**config.mk**
```make
export PLATFORM = sky130hd
export DESIGN_NAME = adc_serial_sync_config_pins
export DESIGN_NICKNAME = d
export VERILOG_FILES = /design/src/design/adc_pins_pkg.sv /design/src/design/adc_serial_sync_config_pins.sv
export SDC_FILE = /design/constraint.sdc
export NUM_CORES = 1
export LEC_CHECK = 0
export ABC_CLOCK_PERIOD_IN_PS = 6650
export BUFFER_PORTS_ARGS = -buffer_cell sky130_fd_sc_hd__buf_2
export CELL_PAD_IN_SITES_DETAIL_PLACEMENT = 0
export CELL_PAD_IN_SITES_GLOBAL_PLACEMENT = 1
export CORE_UTILIZATION = 48
export CTS_CLUSTER_SIZE = 24
export DETAILED_ROUTE_END_ITERATION = 8
export PLACE_DENSITY = 0.86
export SLEW_MARGIN = 20
export SYNTH_ARGS = -nofsm -noshare
export SYNTH_HDL_FRONTEND = slang
export SYNTH_SLANG_ARGS = --single-unit
export TNS_END_PERCENT = 50
```
**constraint.sdc**
```tcl
create_clock -name mclk -period 6.65 [get_ports mclk]
set_clock_uncertainty 0.1 [all_clocks]
set_input_delay 0.3325 -clock mclk [delete_from_list [all_inputs] [get_ports mclk]]
set_output_delay 0.3325 -clock mclk [all_outputs]
set_load 0.05 [all_outputs]
```
**src/design/adc_pins_pkg.sv**
```systemverilog
/*
 Constants, offsets, reset values and carrier types for the shared serial pins block.
 Assumes a single 50 MHz clock domain and a plain strobe-based register port.
*/
// Operation
// - Modes 0-2: pins carry result bits 12-16
// - Serial master: drive frame sync output
// - Polarity low: frame sync high during data
// - Polarity high: frame sync low during data
// - Slave unfinished read at conversion: pulse error
// - Software select: settings from serial register
// - Hardware select: settings from config pins
// - Config bits shifted MSB first, config clock
// - Edge invert picks active clock edge
package adc_pins_pkg;
    localparam int        RES_W      = 18;
    localparam int        PIN_LO     = 12;
    localparam int        N_SHARED   = 5;
    localparam int        CFG_W      = 12;
    localparam logic [1:0] MODE_SERIAL = 2'h3;
    localparam logic [1:0] RST_MODE    = 2'h0;
    localparam int        ADDR_W     = 8;
    localparam logic [7:0] OFS_CTRL   = 8'h00;
    localparam logic [7:0] OFS_STATUS = 8'h04;
    localparam logic [7:0] OFS_CLEAR  = 8'h08;
    localparam logic [7:0] OFS_ENABLE = 8'h0C;
    localparam logic [7:0] OFS_SOFT   = 8'h10;
    localparam logic [7:0] OFS_ACTIVE = 8'h14;
    localparam int        N_EV       = 3;
    localparam int        EV_RDERR   = 0;
    localparam int        EV_CFG     = 1;
    localparam int        EV_FRAME   = 2;
    localparam logic [2:0] RST_EV     = 3'h0;
    localparam int        PIN_SYNC   = 0;
    localparam int        PIN_ERR    = 1;
    localparam int        PIN_SRC    = 2;
    localparam int        SI_SRC     = 0;
    localparam int        SI_CIN     = 1;
    localparam int        SI_CCLK    = 2;
    localparam int        SI_RCLK    = 3;
    localparam int        SI_CPS     = 4;
    localparam int        SI_INV     = 5;
    localparam int        SI_POL     = 6;
    localparam int        SI_CLKSRC  = 7;
    localparam int        SI_HW      = 8;
    localparam int        MCLK_MHZ   = 50;
    localparam int        SCLK_HALF_NS  = 80;
    localparam int        SCLK_HALF_CYC = (SCLK_HALF_NS * MCLK_MHZ) / 1000;

    typedef struct packed {
        logic [ADDR_W-1:0] addr;
        logic [31:0]       wdata;
        logic              wr;
        logic              rd;
    } reg_req_t;

    typedef enum logic [1:0] {
        ST_IDLE  = 2'b01,
        ST_SHIFT = 2'b10
    } shift_st_t;
endpackage

```
**src/design/adc_serial_sync_config_pins.sv**
```systemverilog
/*
 Shared result/serial pins: parallel bits 12-16, frame sync, read error flag,
 configuration source select and serial configuration port.
 Assumes the conversion core gives result_data, conv_done and read_start on mclk.
*/
`timescale 1ns/10ps
`default_nettype none
module adc_serial_sync_config_pins #(
    parameter int CFG_BITS = adc_pins_pkg::CFG_W
) (
    input  wire logic                              mclk,
    input  wire logic                              arst_n,
    input  wire adc_pins_pkg::reg_req_t            bus_req,
    output logic [31:0]                            rdata,
    output logic                                   irq,
    input  wire logic [adc_pins_pkg::RES_W-1:0]    result_data,
    input  wire logic                              conv_done,
    input  wire logic                              read_start,
    input  wire logic [adc_pins_pkg::N_SHARED-1:0] shared_pin_i,
    output logic [adc_pins_pkg::N_SHARED-1:0]      shared_pin_o,
    output logic [adc_pins_pkg::N_SHARED-1:0]      shared_pin_oe,
    input  wire logic                              result_clk_i,
    output logic                                   result_clk_o,
    output logic                                   result_clk_oe,
    output logic                                   serial_result_out,
    input  wire logic                              config_port_select_n,
    input  wire logic                              clock_edge_invert,
    input  wire logic                              frame_sync_polarity,
    input  wire logic                              clock_source_select,
    input  wire logic [CFG_BITS-1:0]               hw_config,
    output logic [CFG_BITS-1:0]                    cfg_active
);
    import adc_pins_pkg::*;

    localparam int NS     = SI_HW + CFG_BITS;
    localparam int CNT_W  = $clog2(RES_W + 1);
    localparam int CCNT_W = $clog2(CFG_BITS + 1);
    localparam int DIV_W  = $clog2(SCLK_HALF_CYC + 1);

    function automatic logic act_edge(input logic prev, input logic cur, input logic inv);
        act_edge = inv ? (prev & ~cur) : (~prev & cur);
    endfunction

    // Three-stage sampling; a level is accepted once stages two and three agree
    logic [NS-1:0] async_in;
    logic [NS-1:0] s1_r;
    logic [NS-1:0] s2_r;
    logic [NS-1:0] s3_r;
    logic [NS-1:0] flt_r;
    logic [NS-1:0] flt_nxt;
    logic [NS-1:0] prev_r;

    assign async_in = {hw_config, clock_source_select, frame_sync_polarity,
                       clock_edge_invert, config_port_select_n, result_clk_i,
                       shared_pin_i[N_SHARED-1:PIN_SRC]};

    always_comb begin
        flt_nxt = ((s2_r ~^ s3_r) & s3_r) | ((s2_r ^ s3_r) & flt_r);
    end

    always_ff @(posedge mclk or negedge arst_n) begin
        if (!arst_n) begin
            s1_r   <= '0;
            s2_r   <= '0;
            s3_r   <= '0;
            flt_r  <= '0;
            prev_r <= '0;
        end else begin
            s1_r   <= async_in;
            s2_r   <= s1_r;
            s3_r   <= s2_r;
            flt_r  <= flt_nxt;
            prev_r <= flt_r;
        end
    end

    logic [1:0]          mode_r;
    logic                serial;
    logic                master;
    logic                slave;
    logic                sw;
    logic                inv;
    logic                pol;
    logic                rclk_act;
    logic                cclk_act;
    logic [CFG_BITS-1:0] hw_f;

    assign serial   = (mode_r == MODE_SERIAL);
    assign master   = serial & ~flt_r[SI_CLKSRC];
    assign slave    = serial & flt_r[SI_CLKSRC];
    assign sw       = serial & ~flt_r[SI_SRC];
    assign inv      = flt_r[SI_INV];
    assign pol      = flt_r[SI_POL];
    assign hw_f     = flt_r[SI_HW +: CFG_BITS];
    assign rclk_act = act_edge(prev_r[SI_RCLK], flt_r[SI_RCLK], inv);
    assign cclk_act = act_edge(prev_r[SI_CCLK], flt_r[SI_CCLK], inv);

    // Result shifting: master makes its own clock, slave follows the sampled one
    shift_st_t        st_r;
    shift_st_t        st_nxt;
    logic [RES_W-1:0] sh_r;
    logic [RES_W-1:0] sh_nxt;
    logic [CNT_W-1:0] cnt_r;
    logic [CNT_W-1:0] cnt_nxt;
    logic [DIV_W-1:0] div_r;
    logic [DIV_W-1:0] div_nxt;
    logic             sck_r;
    logic             sck_nxt;
    logic             fsa_r;
    logic             fsa_nxt;
    logic             sdo_nxt;
    logic             ld_r;
    logic             ld_nxt;
    logic             err_nxt;
    logic             ev_frame;

    always_comb begin
        st_nxt   = st_r;
        sh_nxt   = sh_r;
        cnt_nxt  = cnt_r;
        div_nxt  = div_r;
        sck_nxt  = sck_r;
        fsa_nxt  = fsa_r;
        sdo_nxt  = serial_result_out;
        ld_nxt   = ld_r;
        err_nxt  = 1'b0;
        ev_frame = 1'b0;
        if (master) begin
            unique case (st_r)
                ST_IDLE: begin
                    sck_nxt = inv;
                    fsa_nxt = 1'b0;
                    div_nxt = '0;
                    if (read_start) begin
                        st_nxt  = ST_SHIFT;
                        fsa_nxt = 1'b1;
                        sdo_nxt = result_data[RES_W-1];
                        sh_nxt  = {result_data[RES_W-2:0], 1'b0};
                        cnt_nxt = '0;
                    end
                end
                ST_SHIFT: begin
                    div_nxt = DIV_W'(div_r + 1'b1);
                    if (div_r == DIV_W'(SCLK_HALF_CYC - 1)) begin
                        div_nxt = '0;
                        sck_nxt = ~sck_r;
                        if (sck_r == inv) begin
                            cnt_nxt = CNT_W'(cnt_r + 1'b1);
                        end else if (cnt_r == CNT_W'(RES_W)) begin
                            st_nxt   = ST_IDLE;
                            fsa_nxt  = 1'b0;
                            ev_frame = 1'b1;
                        end else begin
                            // Data moves on the idle-going edge so it is stable at the active edge
                            sdo_nxt = sh_r[RES_W-1];
                            sh_nxt  = {sh_r[RES_W-2:0], 1'b0};
                        end
                    end
                end
                default: st_nxt = ST_IDLE;
            endcase
        end else begin
            st_nxt  = ST_IDLE;
            fsa_nxt = 1'b0;
            sck_nxt = inv;
            div_nxt = '0;
            if (slave) begin
                if (conv_done) begin
                    // A new result overrides a read in progress; the old word is lost
                    if (cnt_r != '0 && cnt_r != CNT_W'(RES_W)) begin
                        err_nxt = 1'b1;
                    end
                    ld_nxt  = 1'b1;
                    cnt_nxt = '0;
                    sdo_nxt = result_data[RES_W-1];
                    sh_nxt  = {result_data[RES_W-2:0], 1'b0};
                end else if (ld_r && rclk_act) begin
                    cnt_nxt = CNT_W'(cnt_r + 1'b1);
                    sdo_nxt = sh_r[RES_W-1];
                    sh_nxt  = {sh_r[RES_W-2:0], 1'b0};
                    if (cnt_r == CNT_W'(RES_W - 1)) begin
                        ld_nxt = 1'b0;
                    end
                end
            end
        end
    end

    // Shared pin drive, registered from the next-state values
    logic [N_SHARED-1:0] pin_o_nxt;
    logic [N_SHARED-1:0] pin_oe_nxt;

    always_comb begin
        pin_o_nxt  = '0;
        pin_oe_nxt = '0;
        if (!serial) begin
            pin_o_nxt  = result_data[PIN_LO +: N_SHARED];
            pin_oe_nxt = '1;
        end else begin
            pin_o_nxt[PIN_SYNC]  = master & (fsa_nxt ^ pol);
            pin_oe_nxt[PIN_SYNC] = master;
            pin_o_nxt[PIN_ERR]   = err_nxt;
            pin_oe_nxt[PIN_ERR]  = slave;
        end
    end

    always_ff @(posedge mclk or negedge arst_n) begin
        if (!arst_n) begin
            st_r              <= ST_IDLE;
            sh_r              <= '0;
            cnt_r             <= '0;
            div_r             <= '0;
            sck_r             <= 1'b0;
            fsa_r             <= 1'b0;
            serial_result_out <= 1'b0;
            ld_r              <= 1'b0;
            shared_pin_o      <= '0;
            shared_pin_oe     <= '0;
            result_clk_o      <= 1'b0;
            result_clk_oe     <= 1'b0;
        end else begin
            st_r              <= st_nxt;
            sh_r              <= sh_nxt;
            cnt_r             <= cnt_nxt;
            div_r             <= div_nxt;
            sck_r             <= sck_nxt;
            fsa_r             <= fsa_nxt;
            serial_result_out <= sdo_nxt;
            ld_r              <= ld_nxt;
            shared_pin_o      <= pin_o_nxt;
            shared_pin_oe     <= pin_oe_nxt;
            result_clk_o      <= sck_nxt;
            result_clk_oe     <= master;
        end
    end

    // Serial configuration port; a word is kept only if a full word arrived
    logic [CFG_BITS-1:0] csh_r;
    logic [CFG_BITS-1:0] csh_nxt;
    logic [CCNT_W-1:0]   ccnt_r;
    logic [CCNT_W-1:0]   ccnt_nxt;
    logic [CFG_BITS-1:0] soft_r;
    logic [CFG_BITS-1:0] soft_nxt;
    logic [CFG_BITS-1:0] act_nxt;
    logic                ev_cfg;
    logic                cps_act;
    logic                cps_end;

    assign cps_act = sw & ~flt_r[SI_CPS];
    assign cps_end = sw & ~prev_r[SI_CPS] & flt_r[SI_CPS];

    always_comb begin
        csh_nxt  = csh_r;
        ccnt_nxt = ccnt_r;
        soft_nxt = soft_r;
        ev_cfg   = 1'b0;
        if (cps_act && cclk_act) begin
            csh_nxt = {csh_r[CFG_BITS-2:0], flt_r[SI_CIN]};
            if (ccnt_r != CCNT_W'(CFG_BITS)) begin
                ccnt_nxt = CCNT_W'(ccnt_r + 1'b1);
            end
        end else if (cps_end) begin
            ccnt_nxt = '0;
            if (ccnt_r == CCNT_W'(CFG_BITS)) begin
                soft_nxt = csh_r;
                ev_cfg   = 1'b1;
            end
        end
        act_nxt = sw ? soft_r : hw_f;
    end

    always_ff @(posedge mclk or negedge arst_n) begin
        if (!arst_n) begin
            csh_r      <= '0;
            ccnt_r     <= '0;
            soft_r     <= '0;
            cfg_active <= '0;
        end else begin
            csh_r      <= csh_nxt;
            ccnt_r     <= ccnt_nxt;
            soft_r     <= soft_nxt;
            cfg_active <= act_nxt;
        end
    end

    // Register port and interrupt; a set beats a clear in the same cycle
    logic [1:0]      mode_nxt;
    logic [N_EV-1:0] stat_r;
    logic [N_EV-1:0] stat_nxt;
    logic [N_EV-1:0] en_r;
    logic [N_EV-1:0] en_nxt;
    logic [N_EV-1:0] ev;
    logic [N_EV-1:0] clr;
    logic [31:0]     rdata_nxt;

    always_comb begin
        ev           = '0;
        ev[EV_RDERR] = err_nxt;
        ev[EV_CFG]   = ev_cfg;
        ev[EV_FRAME] = ev_frame;
        clr          = '0;
        mode_nxt     = mode_r;
        en_nxt       = en_r;
        rdata_nxt    = '0;
        if (bus_req.wr) begin
            unique case (bus_req.addr)
                OFS_CTRL:   mode_nxt = bus_req.wdata[1:0];
                OFS_CLEAR:  clr = bus_req.wdata[N_EV-1:0];
                OFS_ENABLE: en_nxt = bus_req.wdata[N_EV-1:0];
                default:    ;
            endcase
        end
        if (bus_req.rd) begin
            unique case (bus_req.addr)
                OFS_CTRL:   rdata_nxt[1:0] = mode_r;
                OFS_STATUS: rdata_nxt[N_EV-1:0] = stat_r;
                OFS_ENABLE: rdata_nxt[N_EV-1:0] = en_r;
                OFS_SOFT:   rdata_nxt[CFG_BITS-1:0] = soft_r;
                OFS_ACTIVE: rdata_nxt[CFG_BITS-1:0] = cfg_active;
                default:    ;
            endcase
        end
        stat_nxt = (stat_r & ~clr) | ev;
    end

    always_ff @(posedge mclk or negedge arst_n) begin
        if (!arst_n) begin
            mode_r <= RST_MODE;
            stat_r <= RST_EV;
            en_r   <= RST_EV;
            rdata  <= '0;
            irq    <= 1'b0;
        end else begin
            mode_r <= mode_nxt;
            stat_r <= stat_nxt;
            en_r   <= en_nxt;
            rdata  <= rdata_nxt;
            irq    <= |(stat_nxt & en_nxt);
        end
    end

    logic [N_SHARED-1:0] par_bits;
    logic [CFG_BITS-1:0] csh_shift;
    assign par_bits  = result_data[PIN_LO +: N_SHARED];
    assign csh_shift = {csh_r[CFG_BITS-2:0], flt_r[SI_CIN]};
endmodule
`default_nettype wire

```
==> results.md <==
- Setup slack, reg-to-reg: around 3.4 ns
- Clock Sinks: approximately 180
- Slew margin rel.: roughly a third
- Seq cells post-synth: ~180
- Hold path cells: 2
- Post-Route WL: 13100 µm
- CTS tree: yes
- First-pass GRT wire length: 22200 µm
- Async set or reset register ratio after synthesis: 100%
- Crit-path cells: nand3b_1 -> or3b_2 -> nor2_2 -> mux2_2
- Worst reg2reg path startpoint: mode_r[1]
- Max Cap Viol: 0
- Sequential share of power: roughly half
- Boundary pin count: between 100 and 150
- Final #Nets: 780
- Share of layout cells above drive strength 1: ~28%
- Layout area overhead: 18.5%
- Post-cts sizing count: 0
- Site row count: 44
- Mean Syn Cell Area: approximately 13 µm²
- Synth area leader: dfrtp_1
- Final hold vios: 0
- Required time worst endpoint: 6.85 ns
- Post-synth top area share: 62.5%
- Critical setup path kind: reg2reg
- Slowest cell delay on critical path: 0.78 ns
- IO buf count: just over 90
- Setup TNS: 0 ns
- Switch Pwr: ~0.00054 W
- Hold Startpoint: result_data[16]
- Horiz. Die Dim: between 100 and 150 µm
- Leak Pwr: 4.37 nW
- CORE AREA: 14700 µm²
- Clock buffer count from CTS: 17
- Status: complete, but fails checks
- Unrepaired setup endpoints after global routing: false
- GPL Wtd Cong: 0.754
- Initial drt markers: around 260
- Min Tclk post-route: roughly 3.2 ns
- Clk buf depth: 2
- First-pass DRT Iterations: 6
- Min-Delay Path Class: in2reg
- Pins Over Slew Limit: 0
- Setup WS pre-CTS: between 3 and 4 ns
- DR vias/cell: 5.14
- Routed vias: 4433
- Int Power: 0.00186 W
- Worst Setup Start Kind: flop
- R2R cell count: 4
- Final period util: roughly half
- Residual DRC: 6
- Arrival time at the worst endpoint: 3.42 ns
- Die Y: ~130 µm
- Sw frac: a little under a quarter
- Violations in the final reports: design-rule violations
- Average wire per standard cell: about 15 µm
- H-tree depth: 4
- Largest net degree at the start of global routing: slightly above 100
- EDFF count, synth: 0
- Final setup vio count: 0
- Max Clk Rate: just over 0.3 GHz
- Crit-path max FO: 15
- Worst hold endpoint: shared_pin_o[4]
- R2R Path End: soft_r[11]
- Pwr per Cell Area: about 280 nW/µm²
- Final worst slack: around 3.4 ns
- Crit. End Element: flop
- DP HPWL: 8810 µm
- Sequential share of the synthesized area: between 60% and 70%
- Comb power frac: 8.0%
- Initial antenna violation count: 1
- Vias in the first global route: 4630
- GRT Total Usage: 18.3%
- Post-DRT Antenna Nets: 0
- DIE AREA: 15800 µm²
- Worst vdd ir: between 0.15 and 0.2 mV
- Clock Tree Root: clkbuf_16
- Top_reg_cell synth: dfrtp_1
- Gr ovfl total: 0
- Synth Warn #: 0
- Slowest CP cell: or3b_2
- Synth unique cells: 54
- Mapped cell area: 7330 µm²
- Worst-skew pair later-pin latency: 0.42 ns
- Part of the power in the clock network: 42.3%
- Post-Synthesis Cells: 551
- Worst Max-Slew Pin Slew: 0.966 ns
- Clk slew on worst S/H paths: 0.06 ns
- Initial core utilization: between 40% and 50%
- Largest cells by area after synthesis: dfrtp_1, mux2_2, ha_1
## cells in the final DEF, fill, tap and decap left out, types with 3 or more instances in the layout
master and instances:
dfrtp_1 183, buf_2 91, nand2_1 59, mux2_2 55, ha_1 29, a21o_1 24, dlygate4sd3_1 21, conb_1 20
clkbuf_16 17, inv_1 16, nor2b_1 13, nor2_1 13, o21ai_0 13, a22oi_1 12, nand3_1 10, mux2_4 9
clkbuf_1 7, nor3_1 6, nand3b_1 6, a21oi_1 6, and2_1 5, bufinv_16 4, or3b_2 3, xor2_1 3
xnor2_1 3, nor3b_1 3
## timing repair
action                                 in CTS  in global routing
buffers inserted                            0                  0
endpoints found under the hold margin     119                  0
hold buffers                               21                  0
## worst max-delay path by stage
stage              start          to  slack [ns]
2_1_floorplan    st_r[0]    sh_r[10]        4.23
3_3_place_gp   mode_r[0]   soft_r[1]        3.51
3_5_place_dp   mode_r[1]  soft_r[10]        3.40
4_1_cts        mode_r[1]   soft_r[7]        3.39
5_1_grt        mode_r[1]   soft_r[7]        3.23
6_report       mode_r[1]  soft_r[11]        3.43
## registers in the layout, indices dropped and copies added (netlist names), 17 cells and up
name   flops
s3_r      20
s1_r      20
flt_r     20
s2_r      20
sh_r      17
## final cells by class
class                   count  area (µm²)
flip-flops and latches    184        4610
well taps                 184         230
clock buffers              24         452
repair buffers            115         698
diodes                      1        2.50
fillers                  1164        6010
multi-input cells         331        2490
clock inverters             8         146
inverters                  16        60.1
## stage by stage
step / std cells / total power [W] / hold WS (ns) / util, % / instance area, µm²
2_1_floorplan: 570 / 0.00134 / -0.0631 / - / 7400
3_3_place_gp: 809 / 0.00139 / 0.232 / 53.5 / 7860
3_5_place_dp: 809 / 0.00140 / 0.235 / 53.5 / 7860
4_1_cts: 862 / 0.00244 / 0.0219 / 59.0 / 8670
5_1_grt: 863 / 0.00251 / 0.0316 / 59.1 / 8680
6_report: 863 / 0.00241 / 0.0386 / 59.1 / 8680
## Yosys cell counts, types with 5 or more instances
| cell type | number |
|---|---|
| buf_4 | 23 |
| and2_1 | 5 |
| a21oi_1 | 6 |
| inv_1 | 16 |
| nand3_1 | 10 |
| nor3_1 | 6 |
| nor2b_1 | 13 |
| mux2_4 | 9 |
| nor2_1 | 13 |
| a21o_1 | 24 |
| ha_1 | 29 |
| clkbuf_1 | 9 |
| nand3b_1 | 6 |
| a22oi_1 | 12 |
| o21ai_0 | 14 |
| mux2_2 | 55 |
| dfrtp_1 | 183 |
| nand2_1 | 59 |
## routing by layer
metal / share of wire, % / wire length, µm / GRT usage [%] / vias to the layer above
met5: 0 / 0 / 0 / -
met4: 2.3 / 301 / 9.90 / 0
met3: 3.7 / 479 / 4.36 / 26
met2: 51 / 6650 / 30.0 / 98
met1: 43 / 5630 / 22.4 / 2224
li1: - / - / - / 2085
## logic make-up after synthesis
group / after synthesis / synth area share (%)
simple gates: 136 / 9.49
xor+xnor: 6 / 0.717
flops: 184 / 62.8
compound gates: 74 / 7.02
buf+inv: 55 / 4.37
mux: 66 / 10.6
fa+ha+maj: 29 / 4.95
other cells: 1 / 0.0512
## power groups by stage
stage	logic [W]	registers, W	clock network (W)
floorplan	0.0000932	0.00125	0
global placement	0.000179	0.00121	0
detailed placement	0.000184	0.00122	0
CTS	0.000194	0.00120	0.00105
global route	0.000211	0.00120	0.00110
finish	0.000192	0.00120	0.00102
## worst max-delay path: cells and delay by family (launching register included)
family,cells,cell delay [ns]
and+or+nand+nor,3,2.11
muxes,1,0.41
DFF,1,0.48
(Power assumes the default switching activity.)
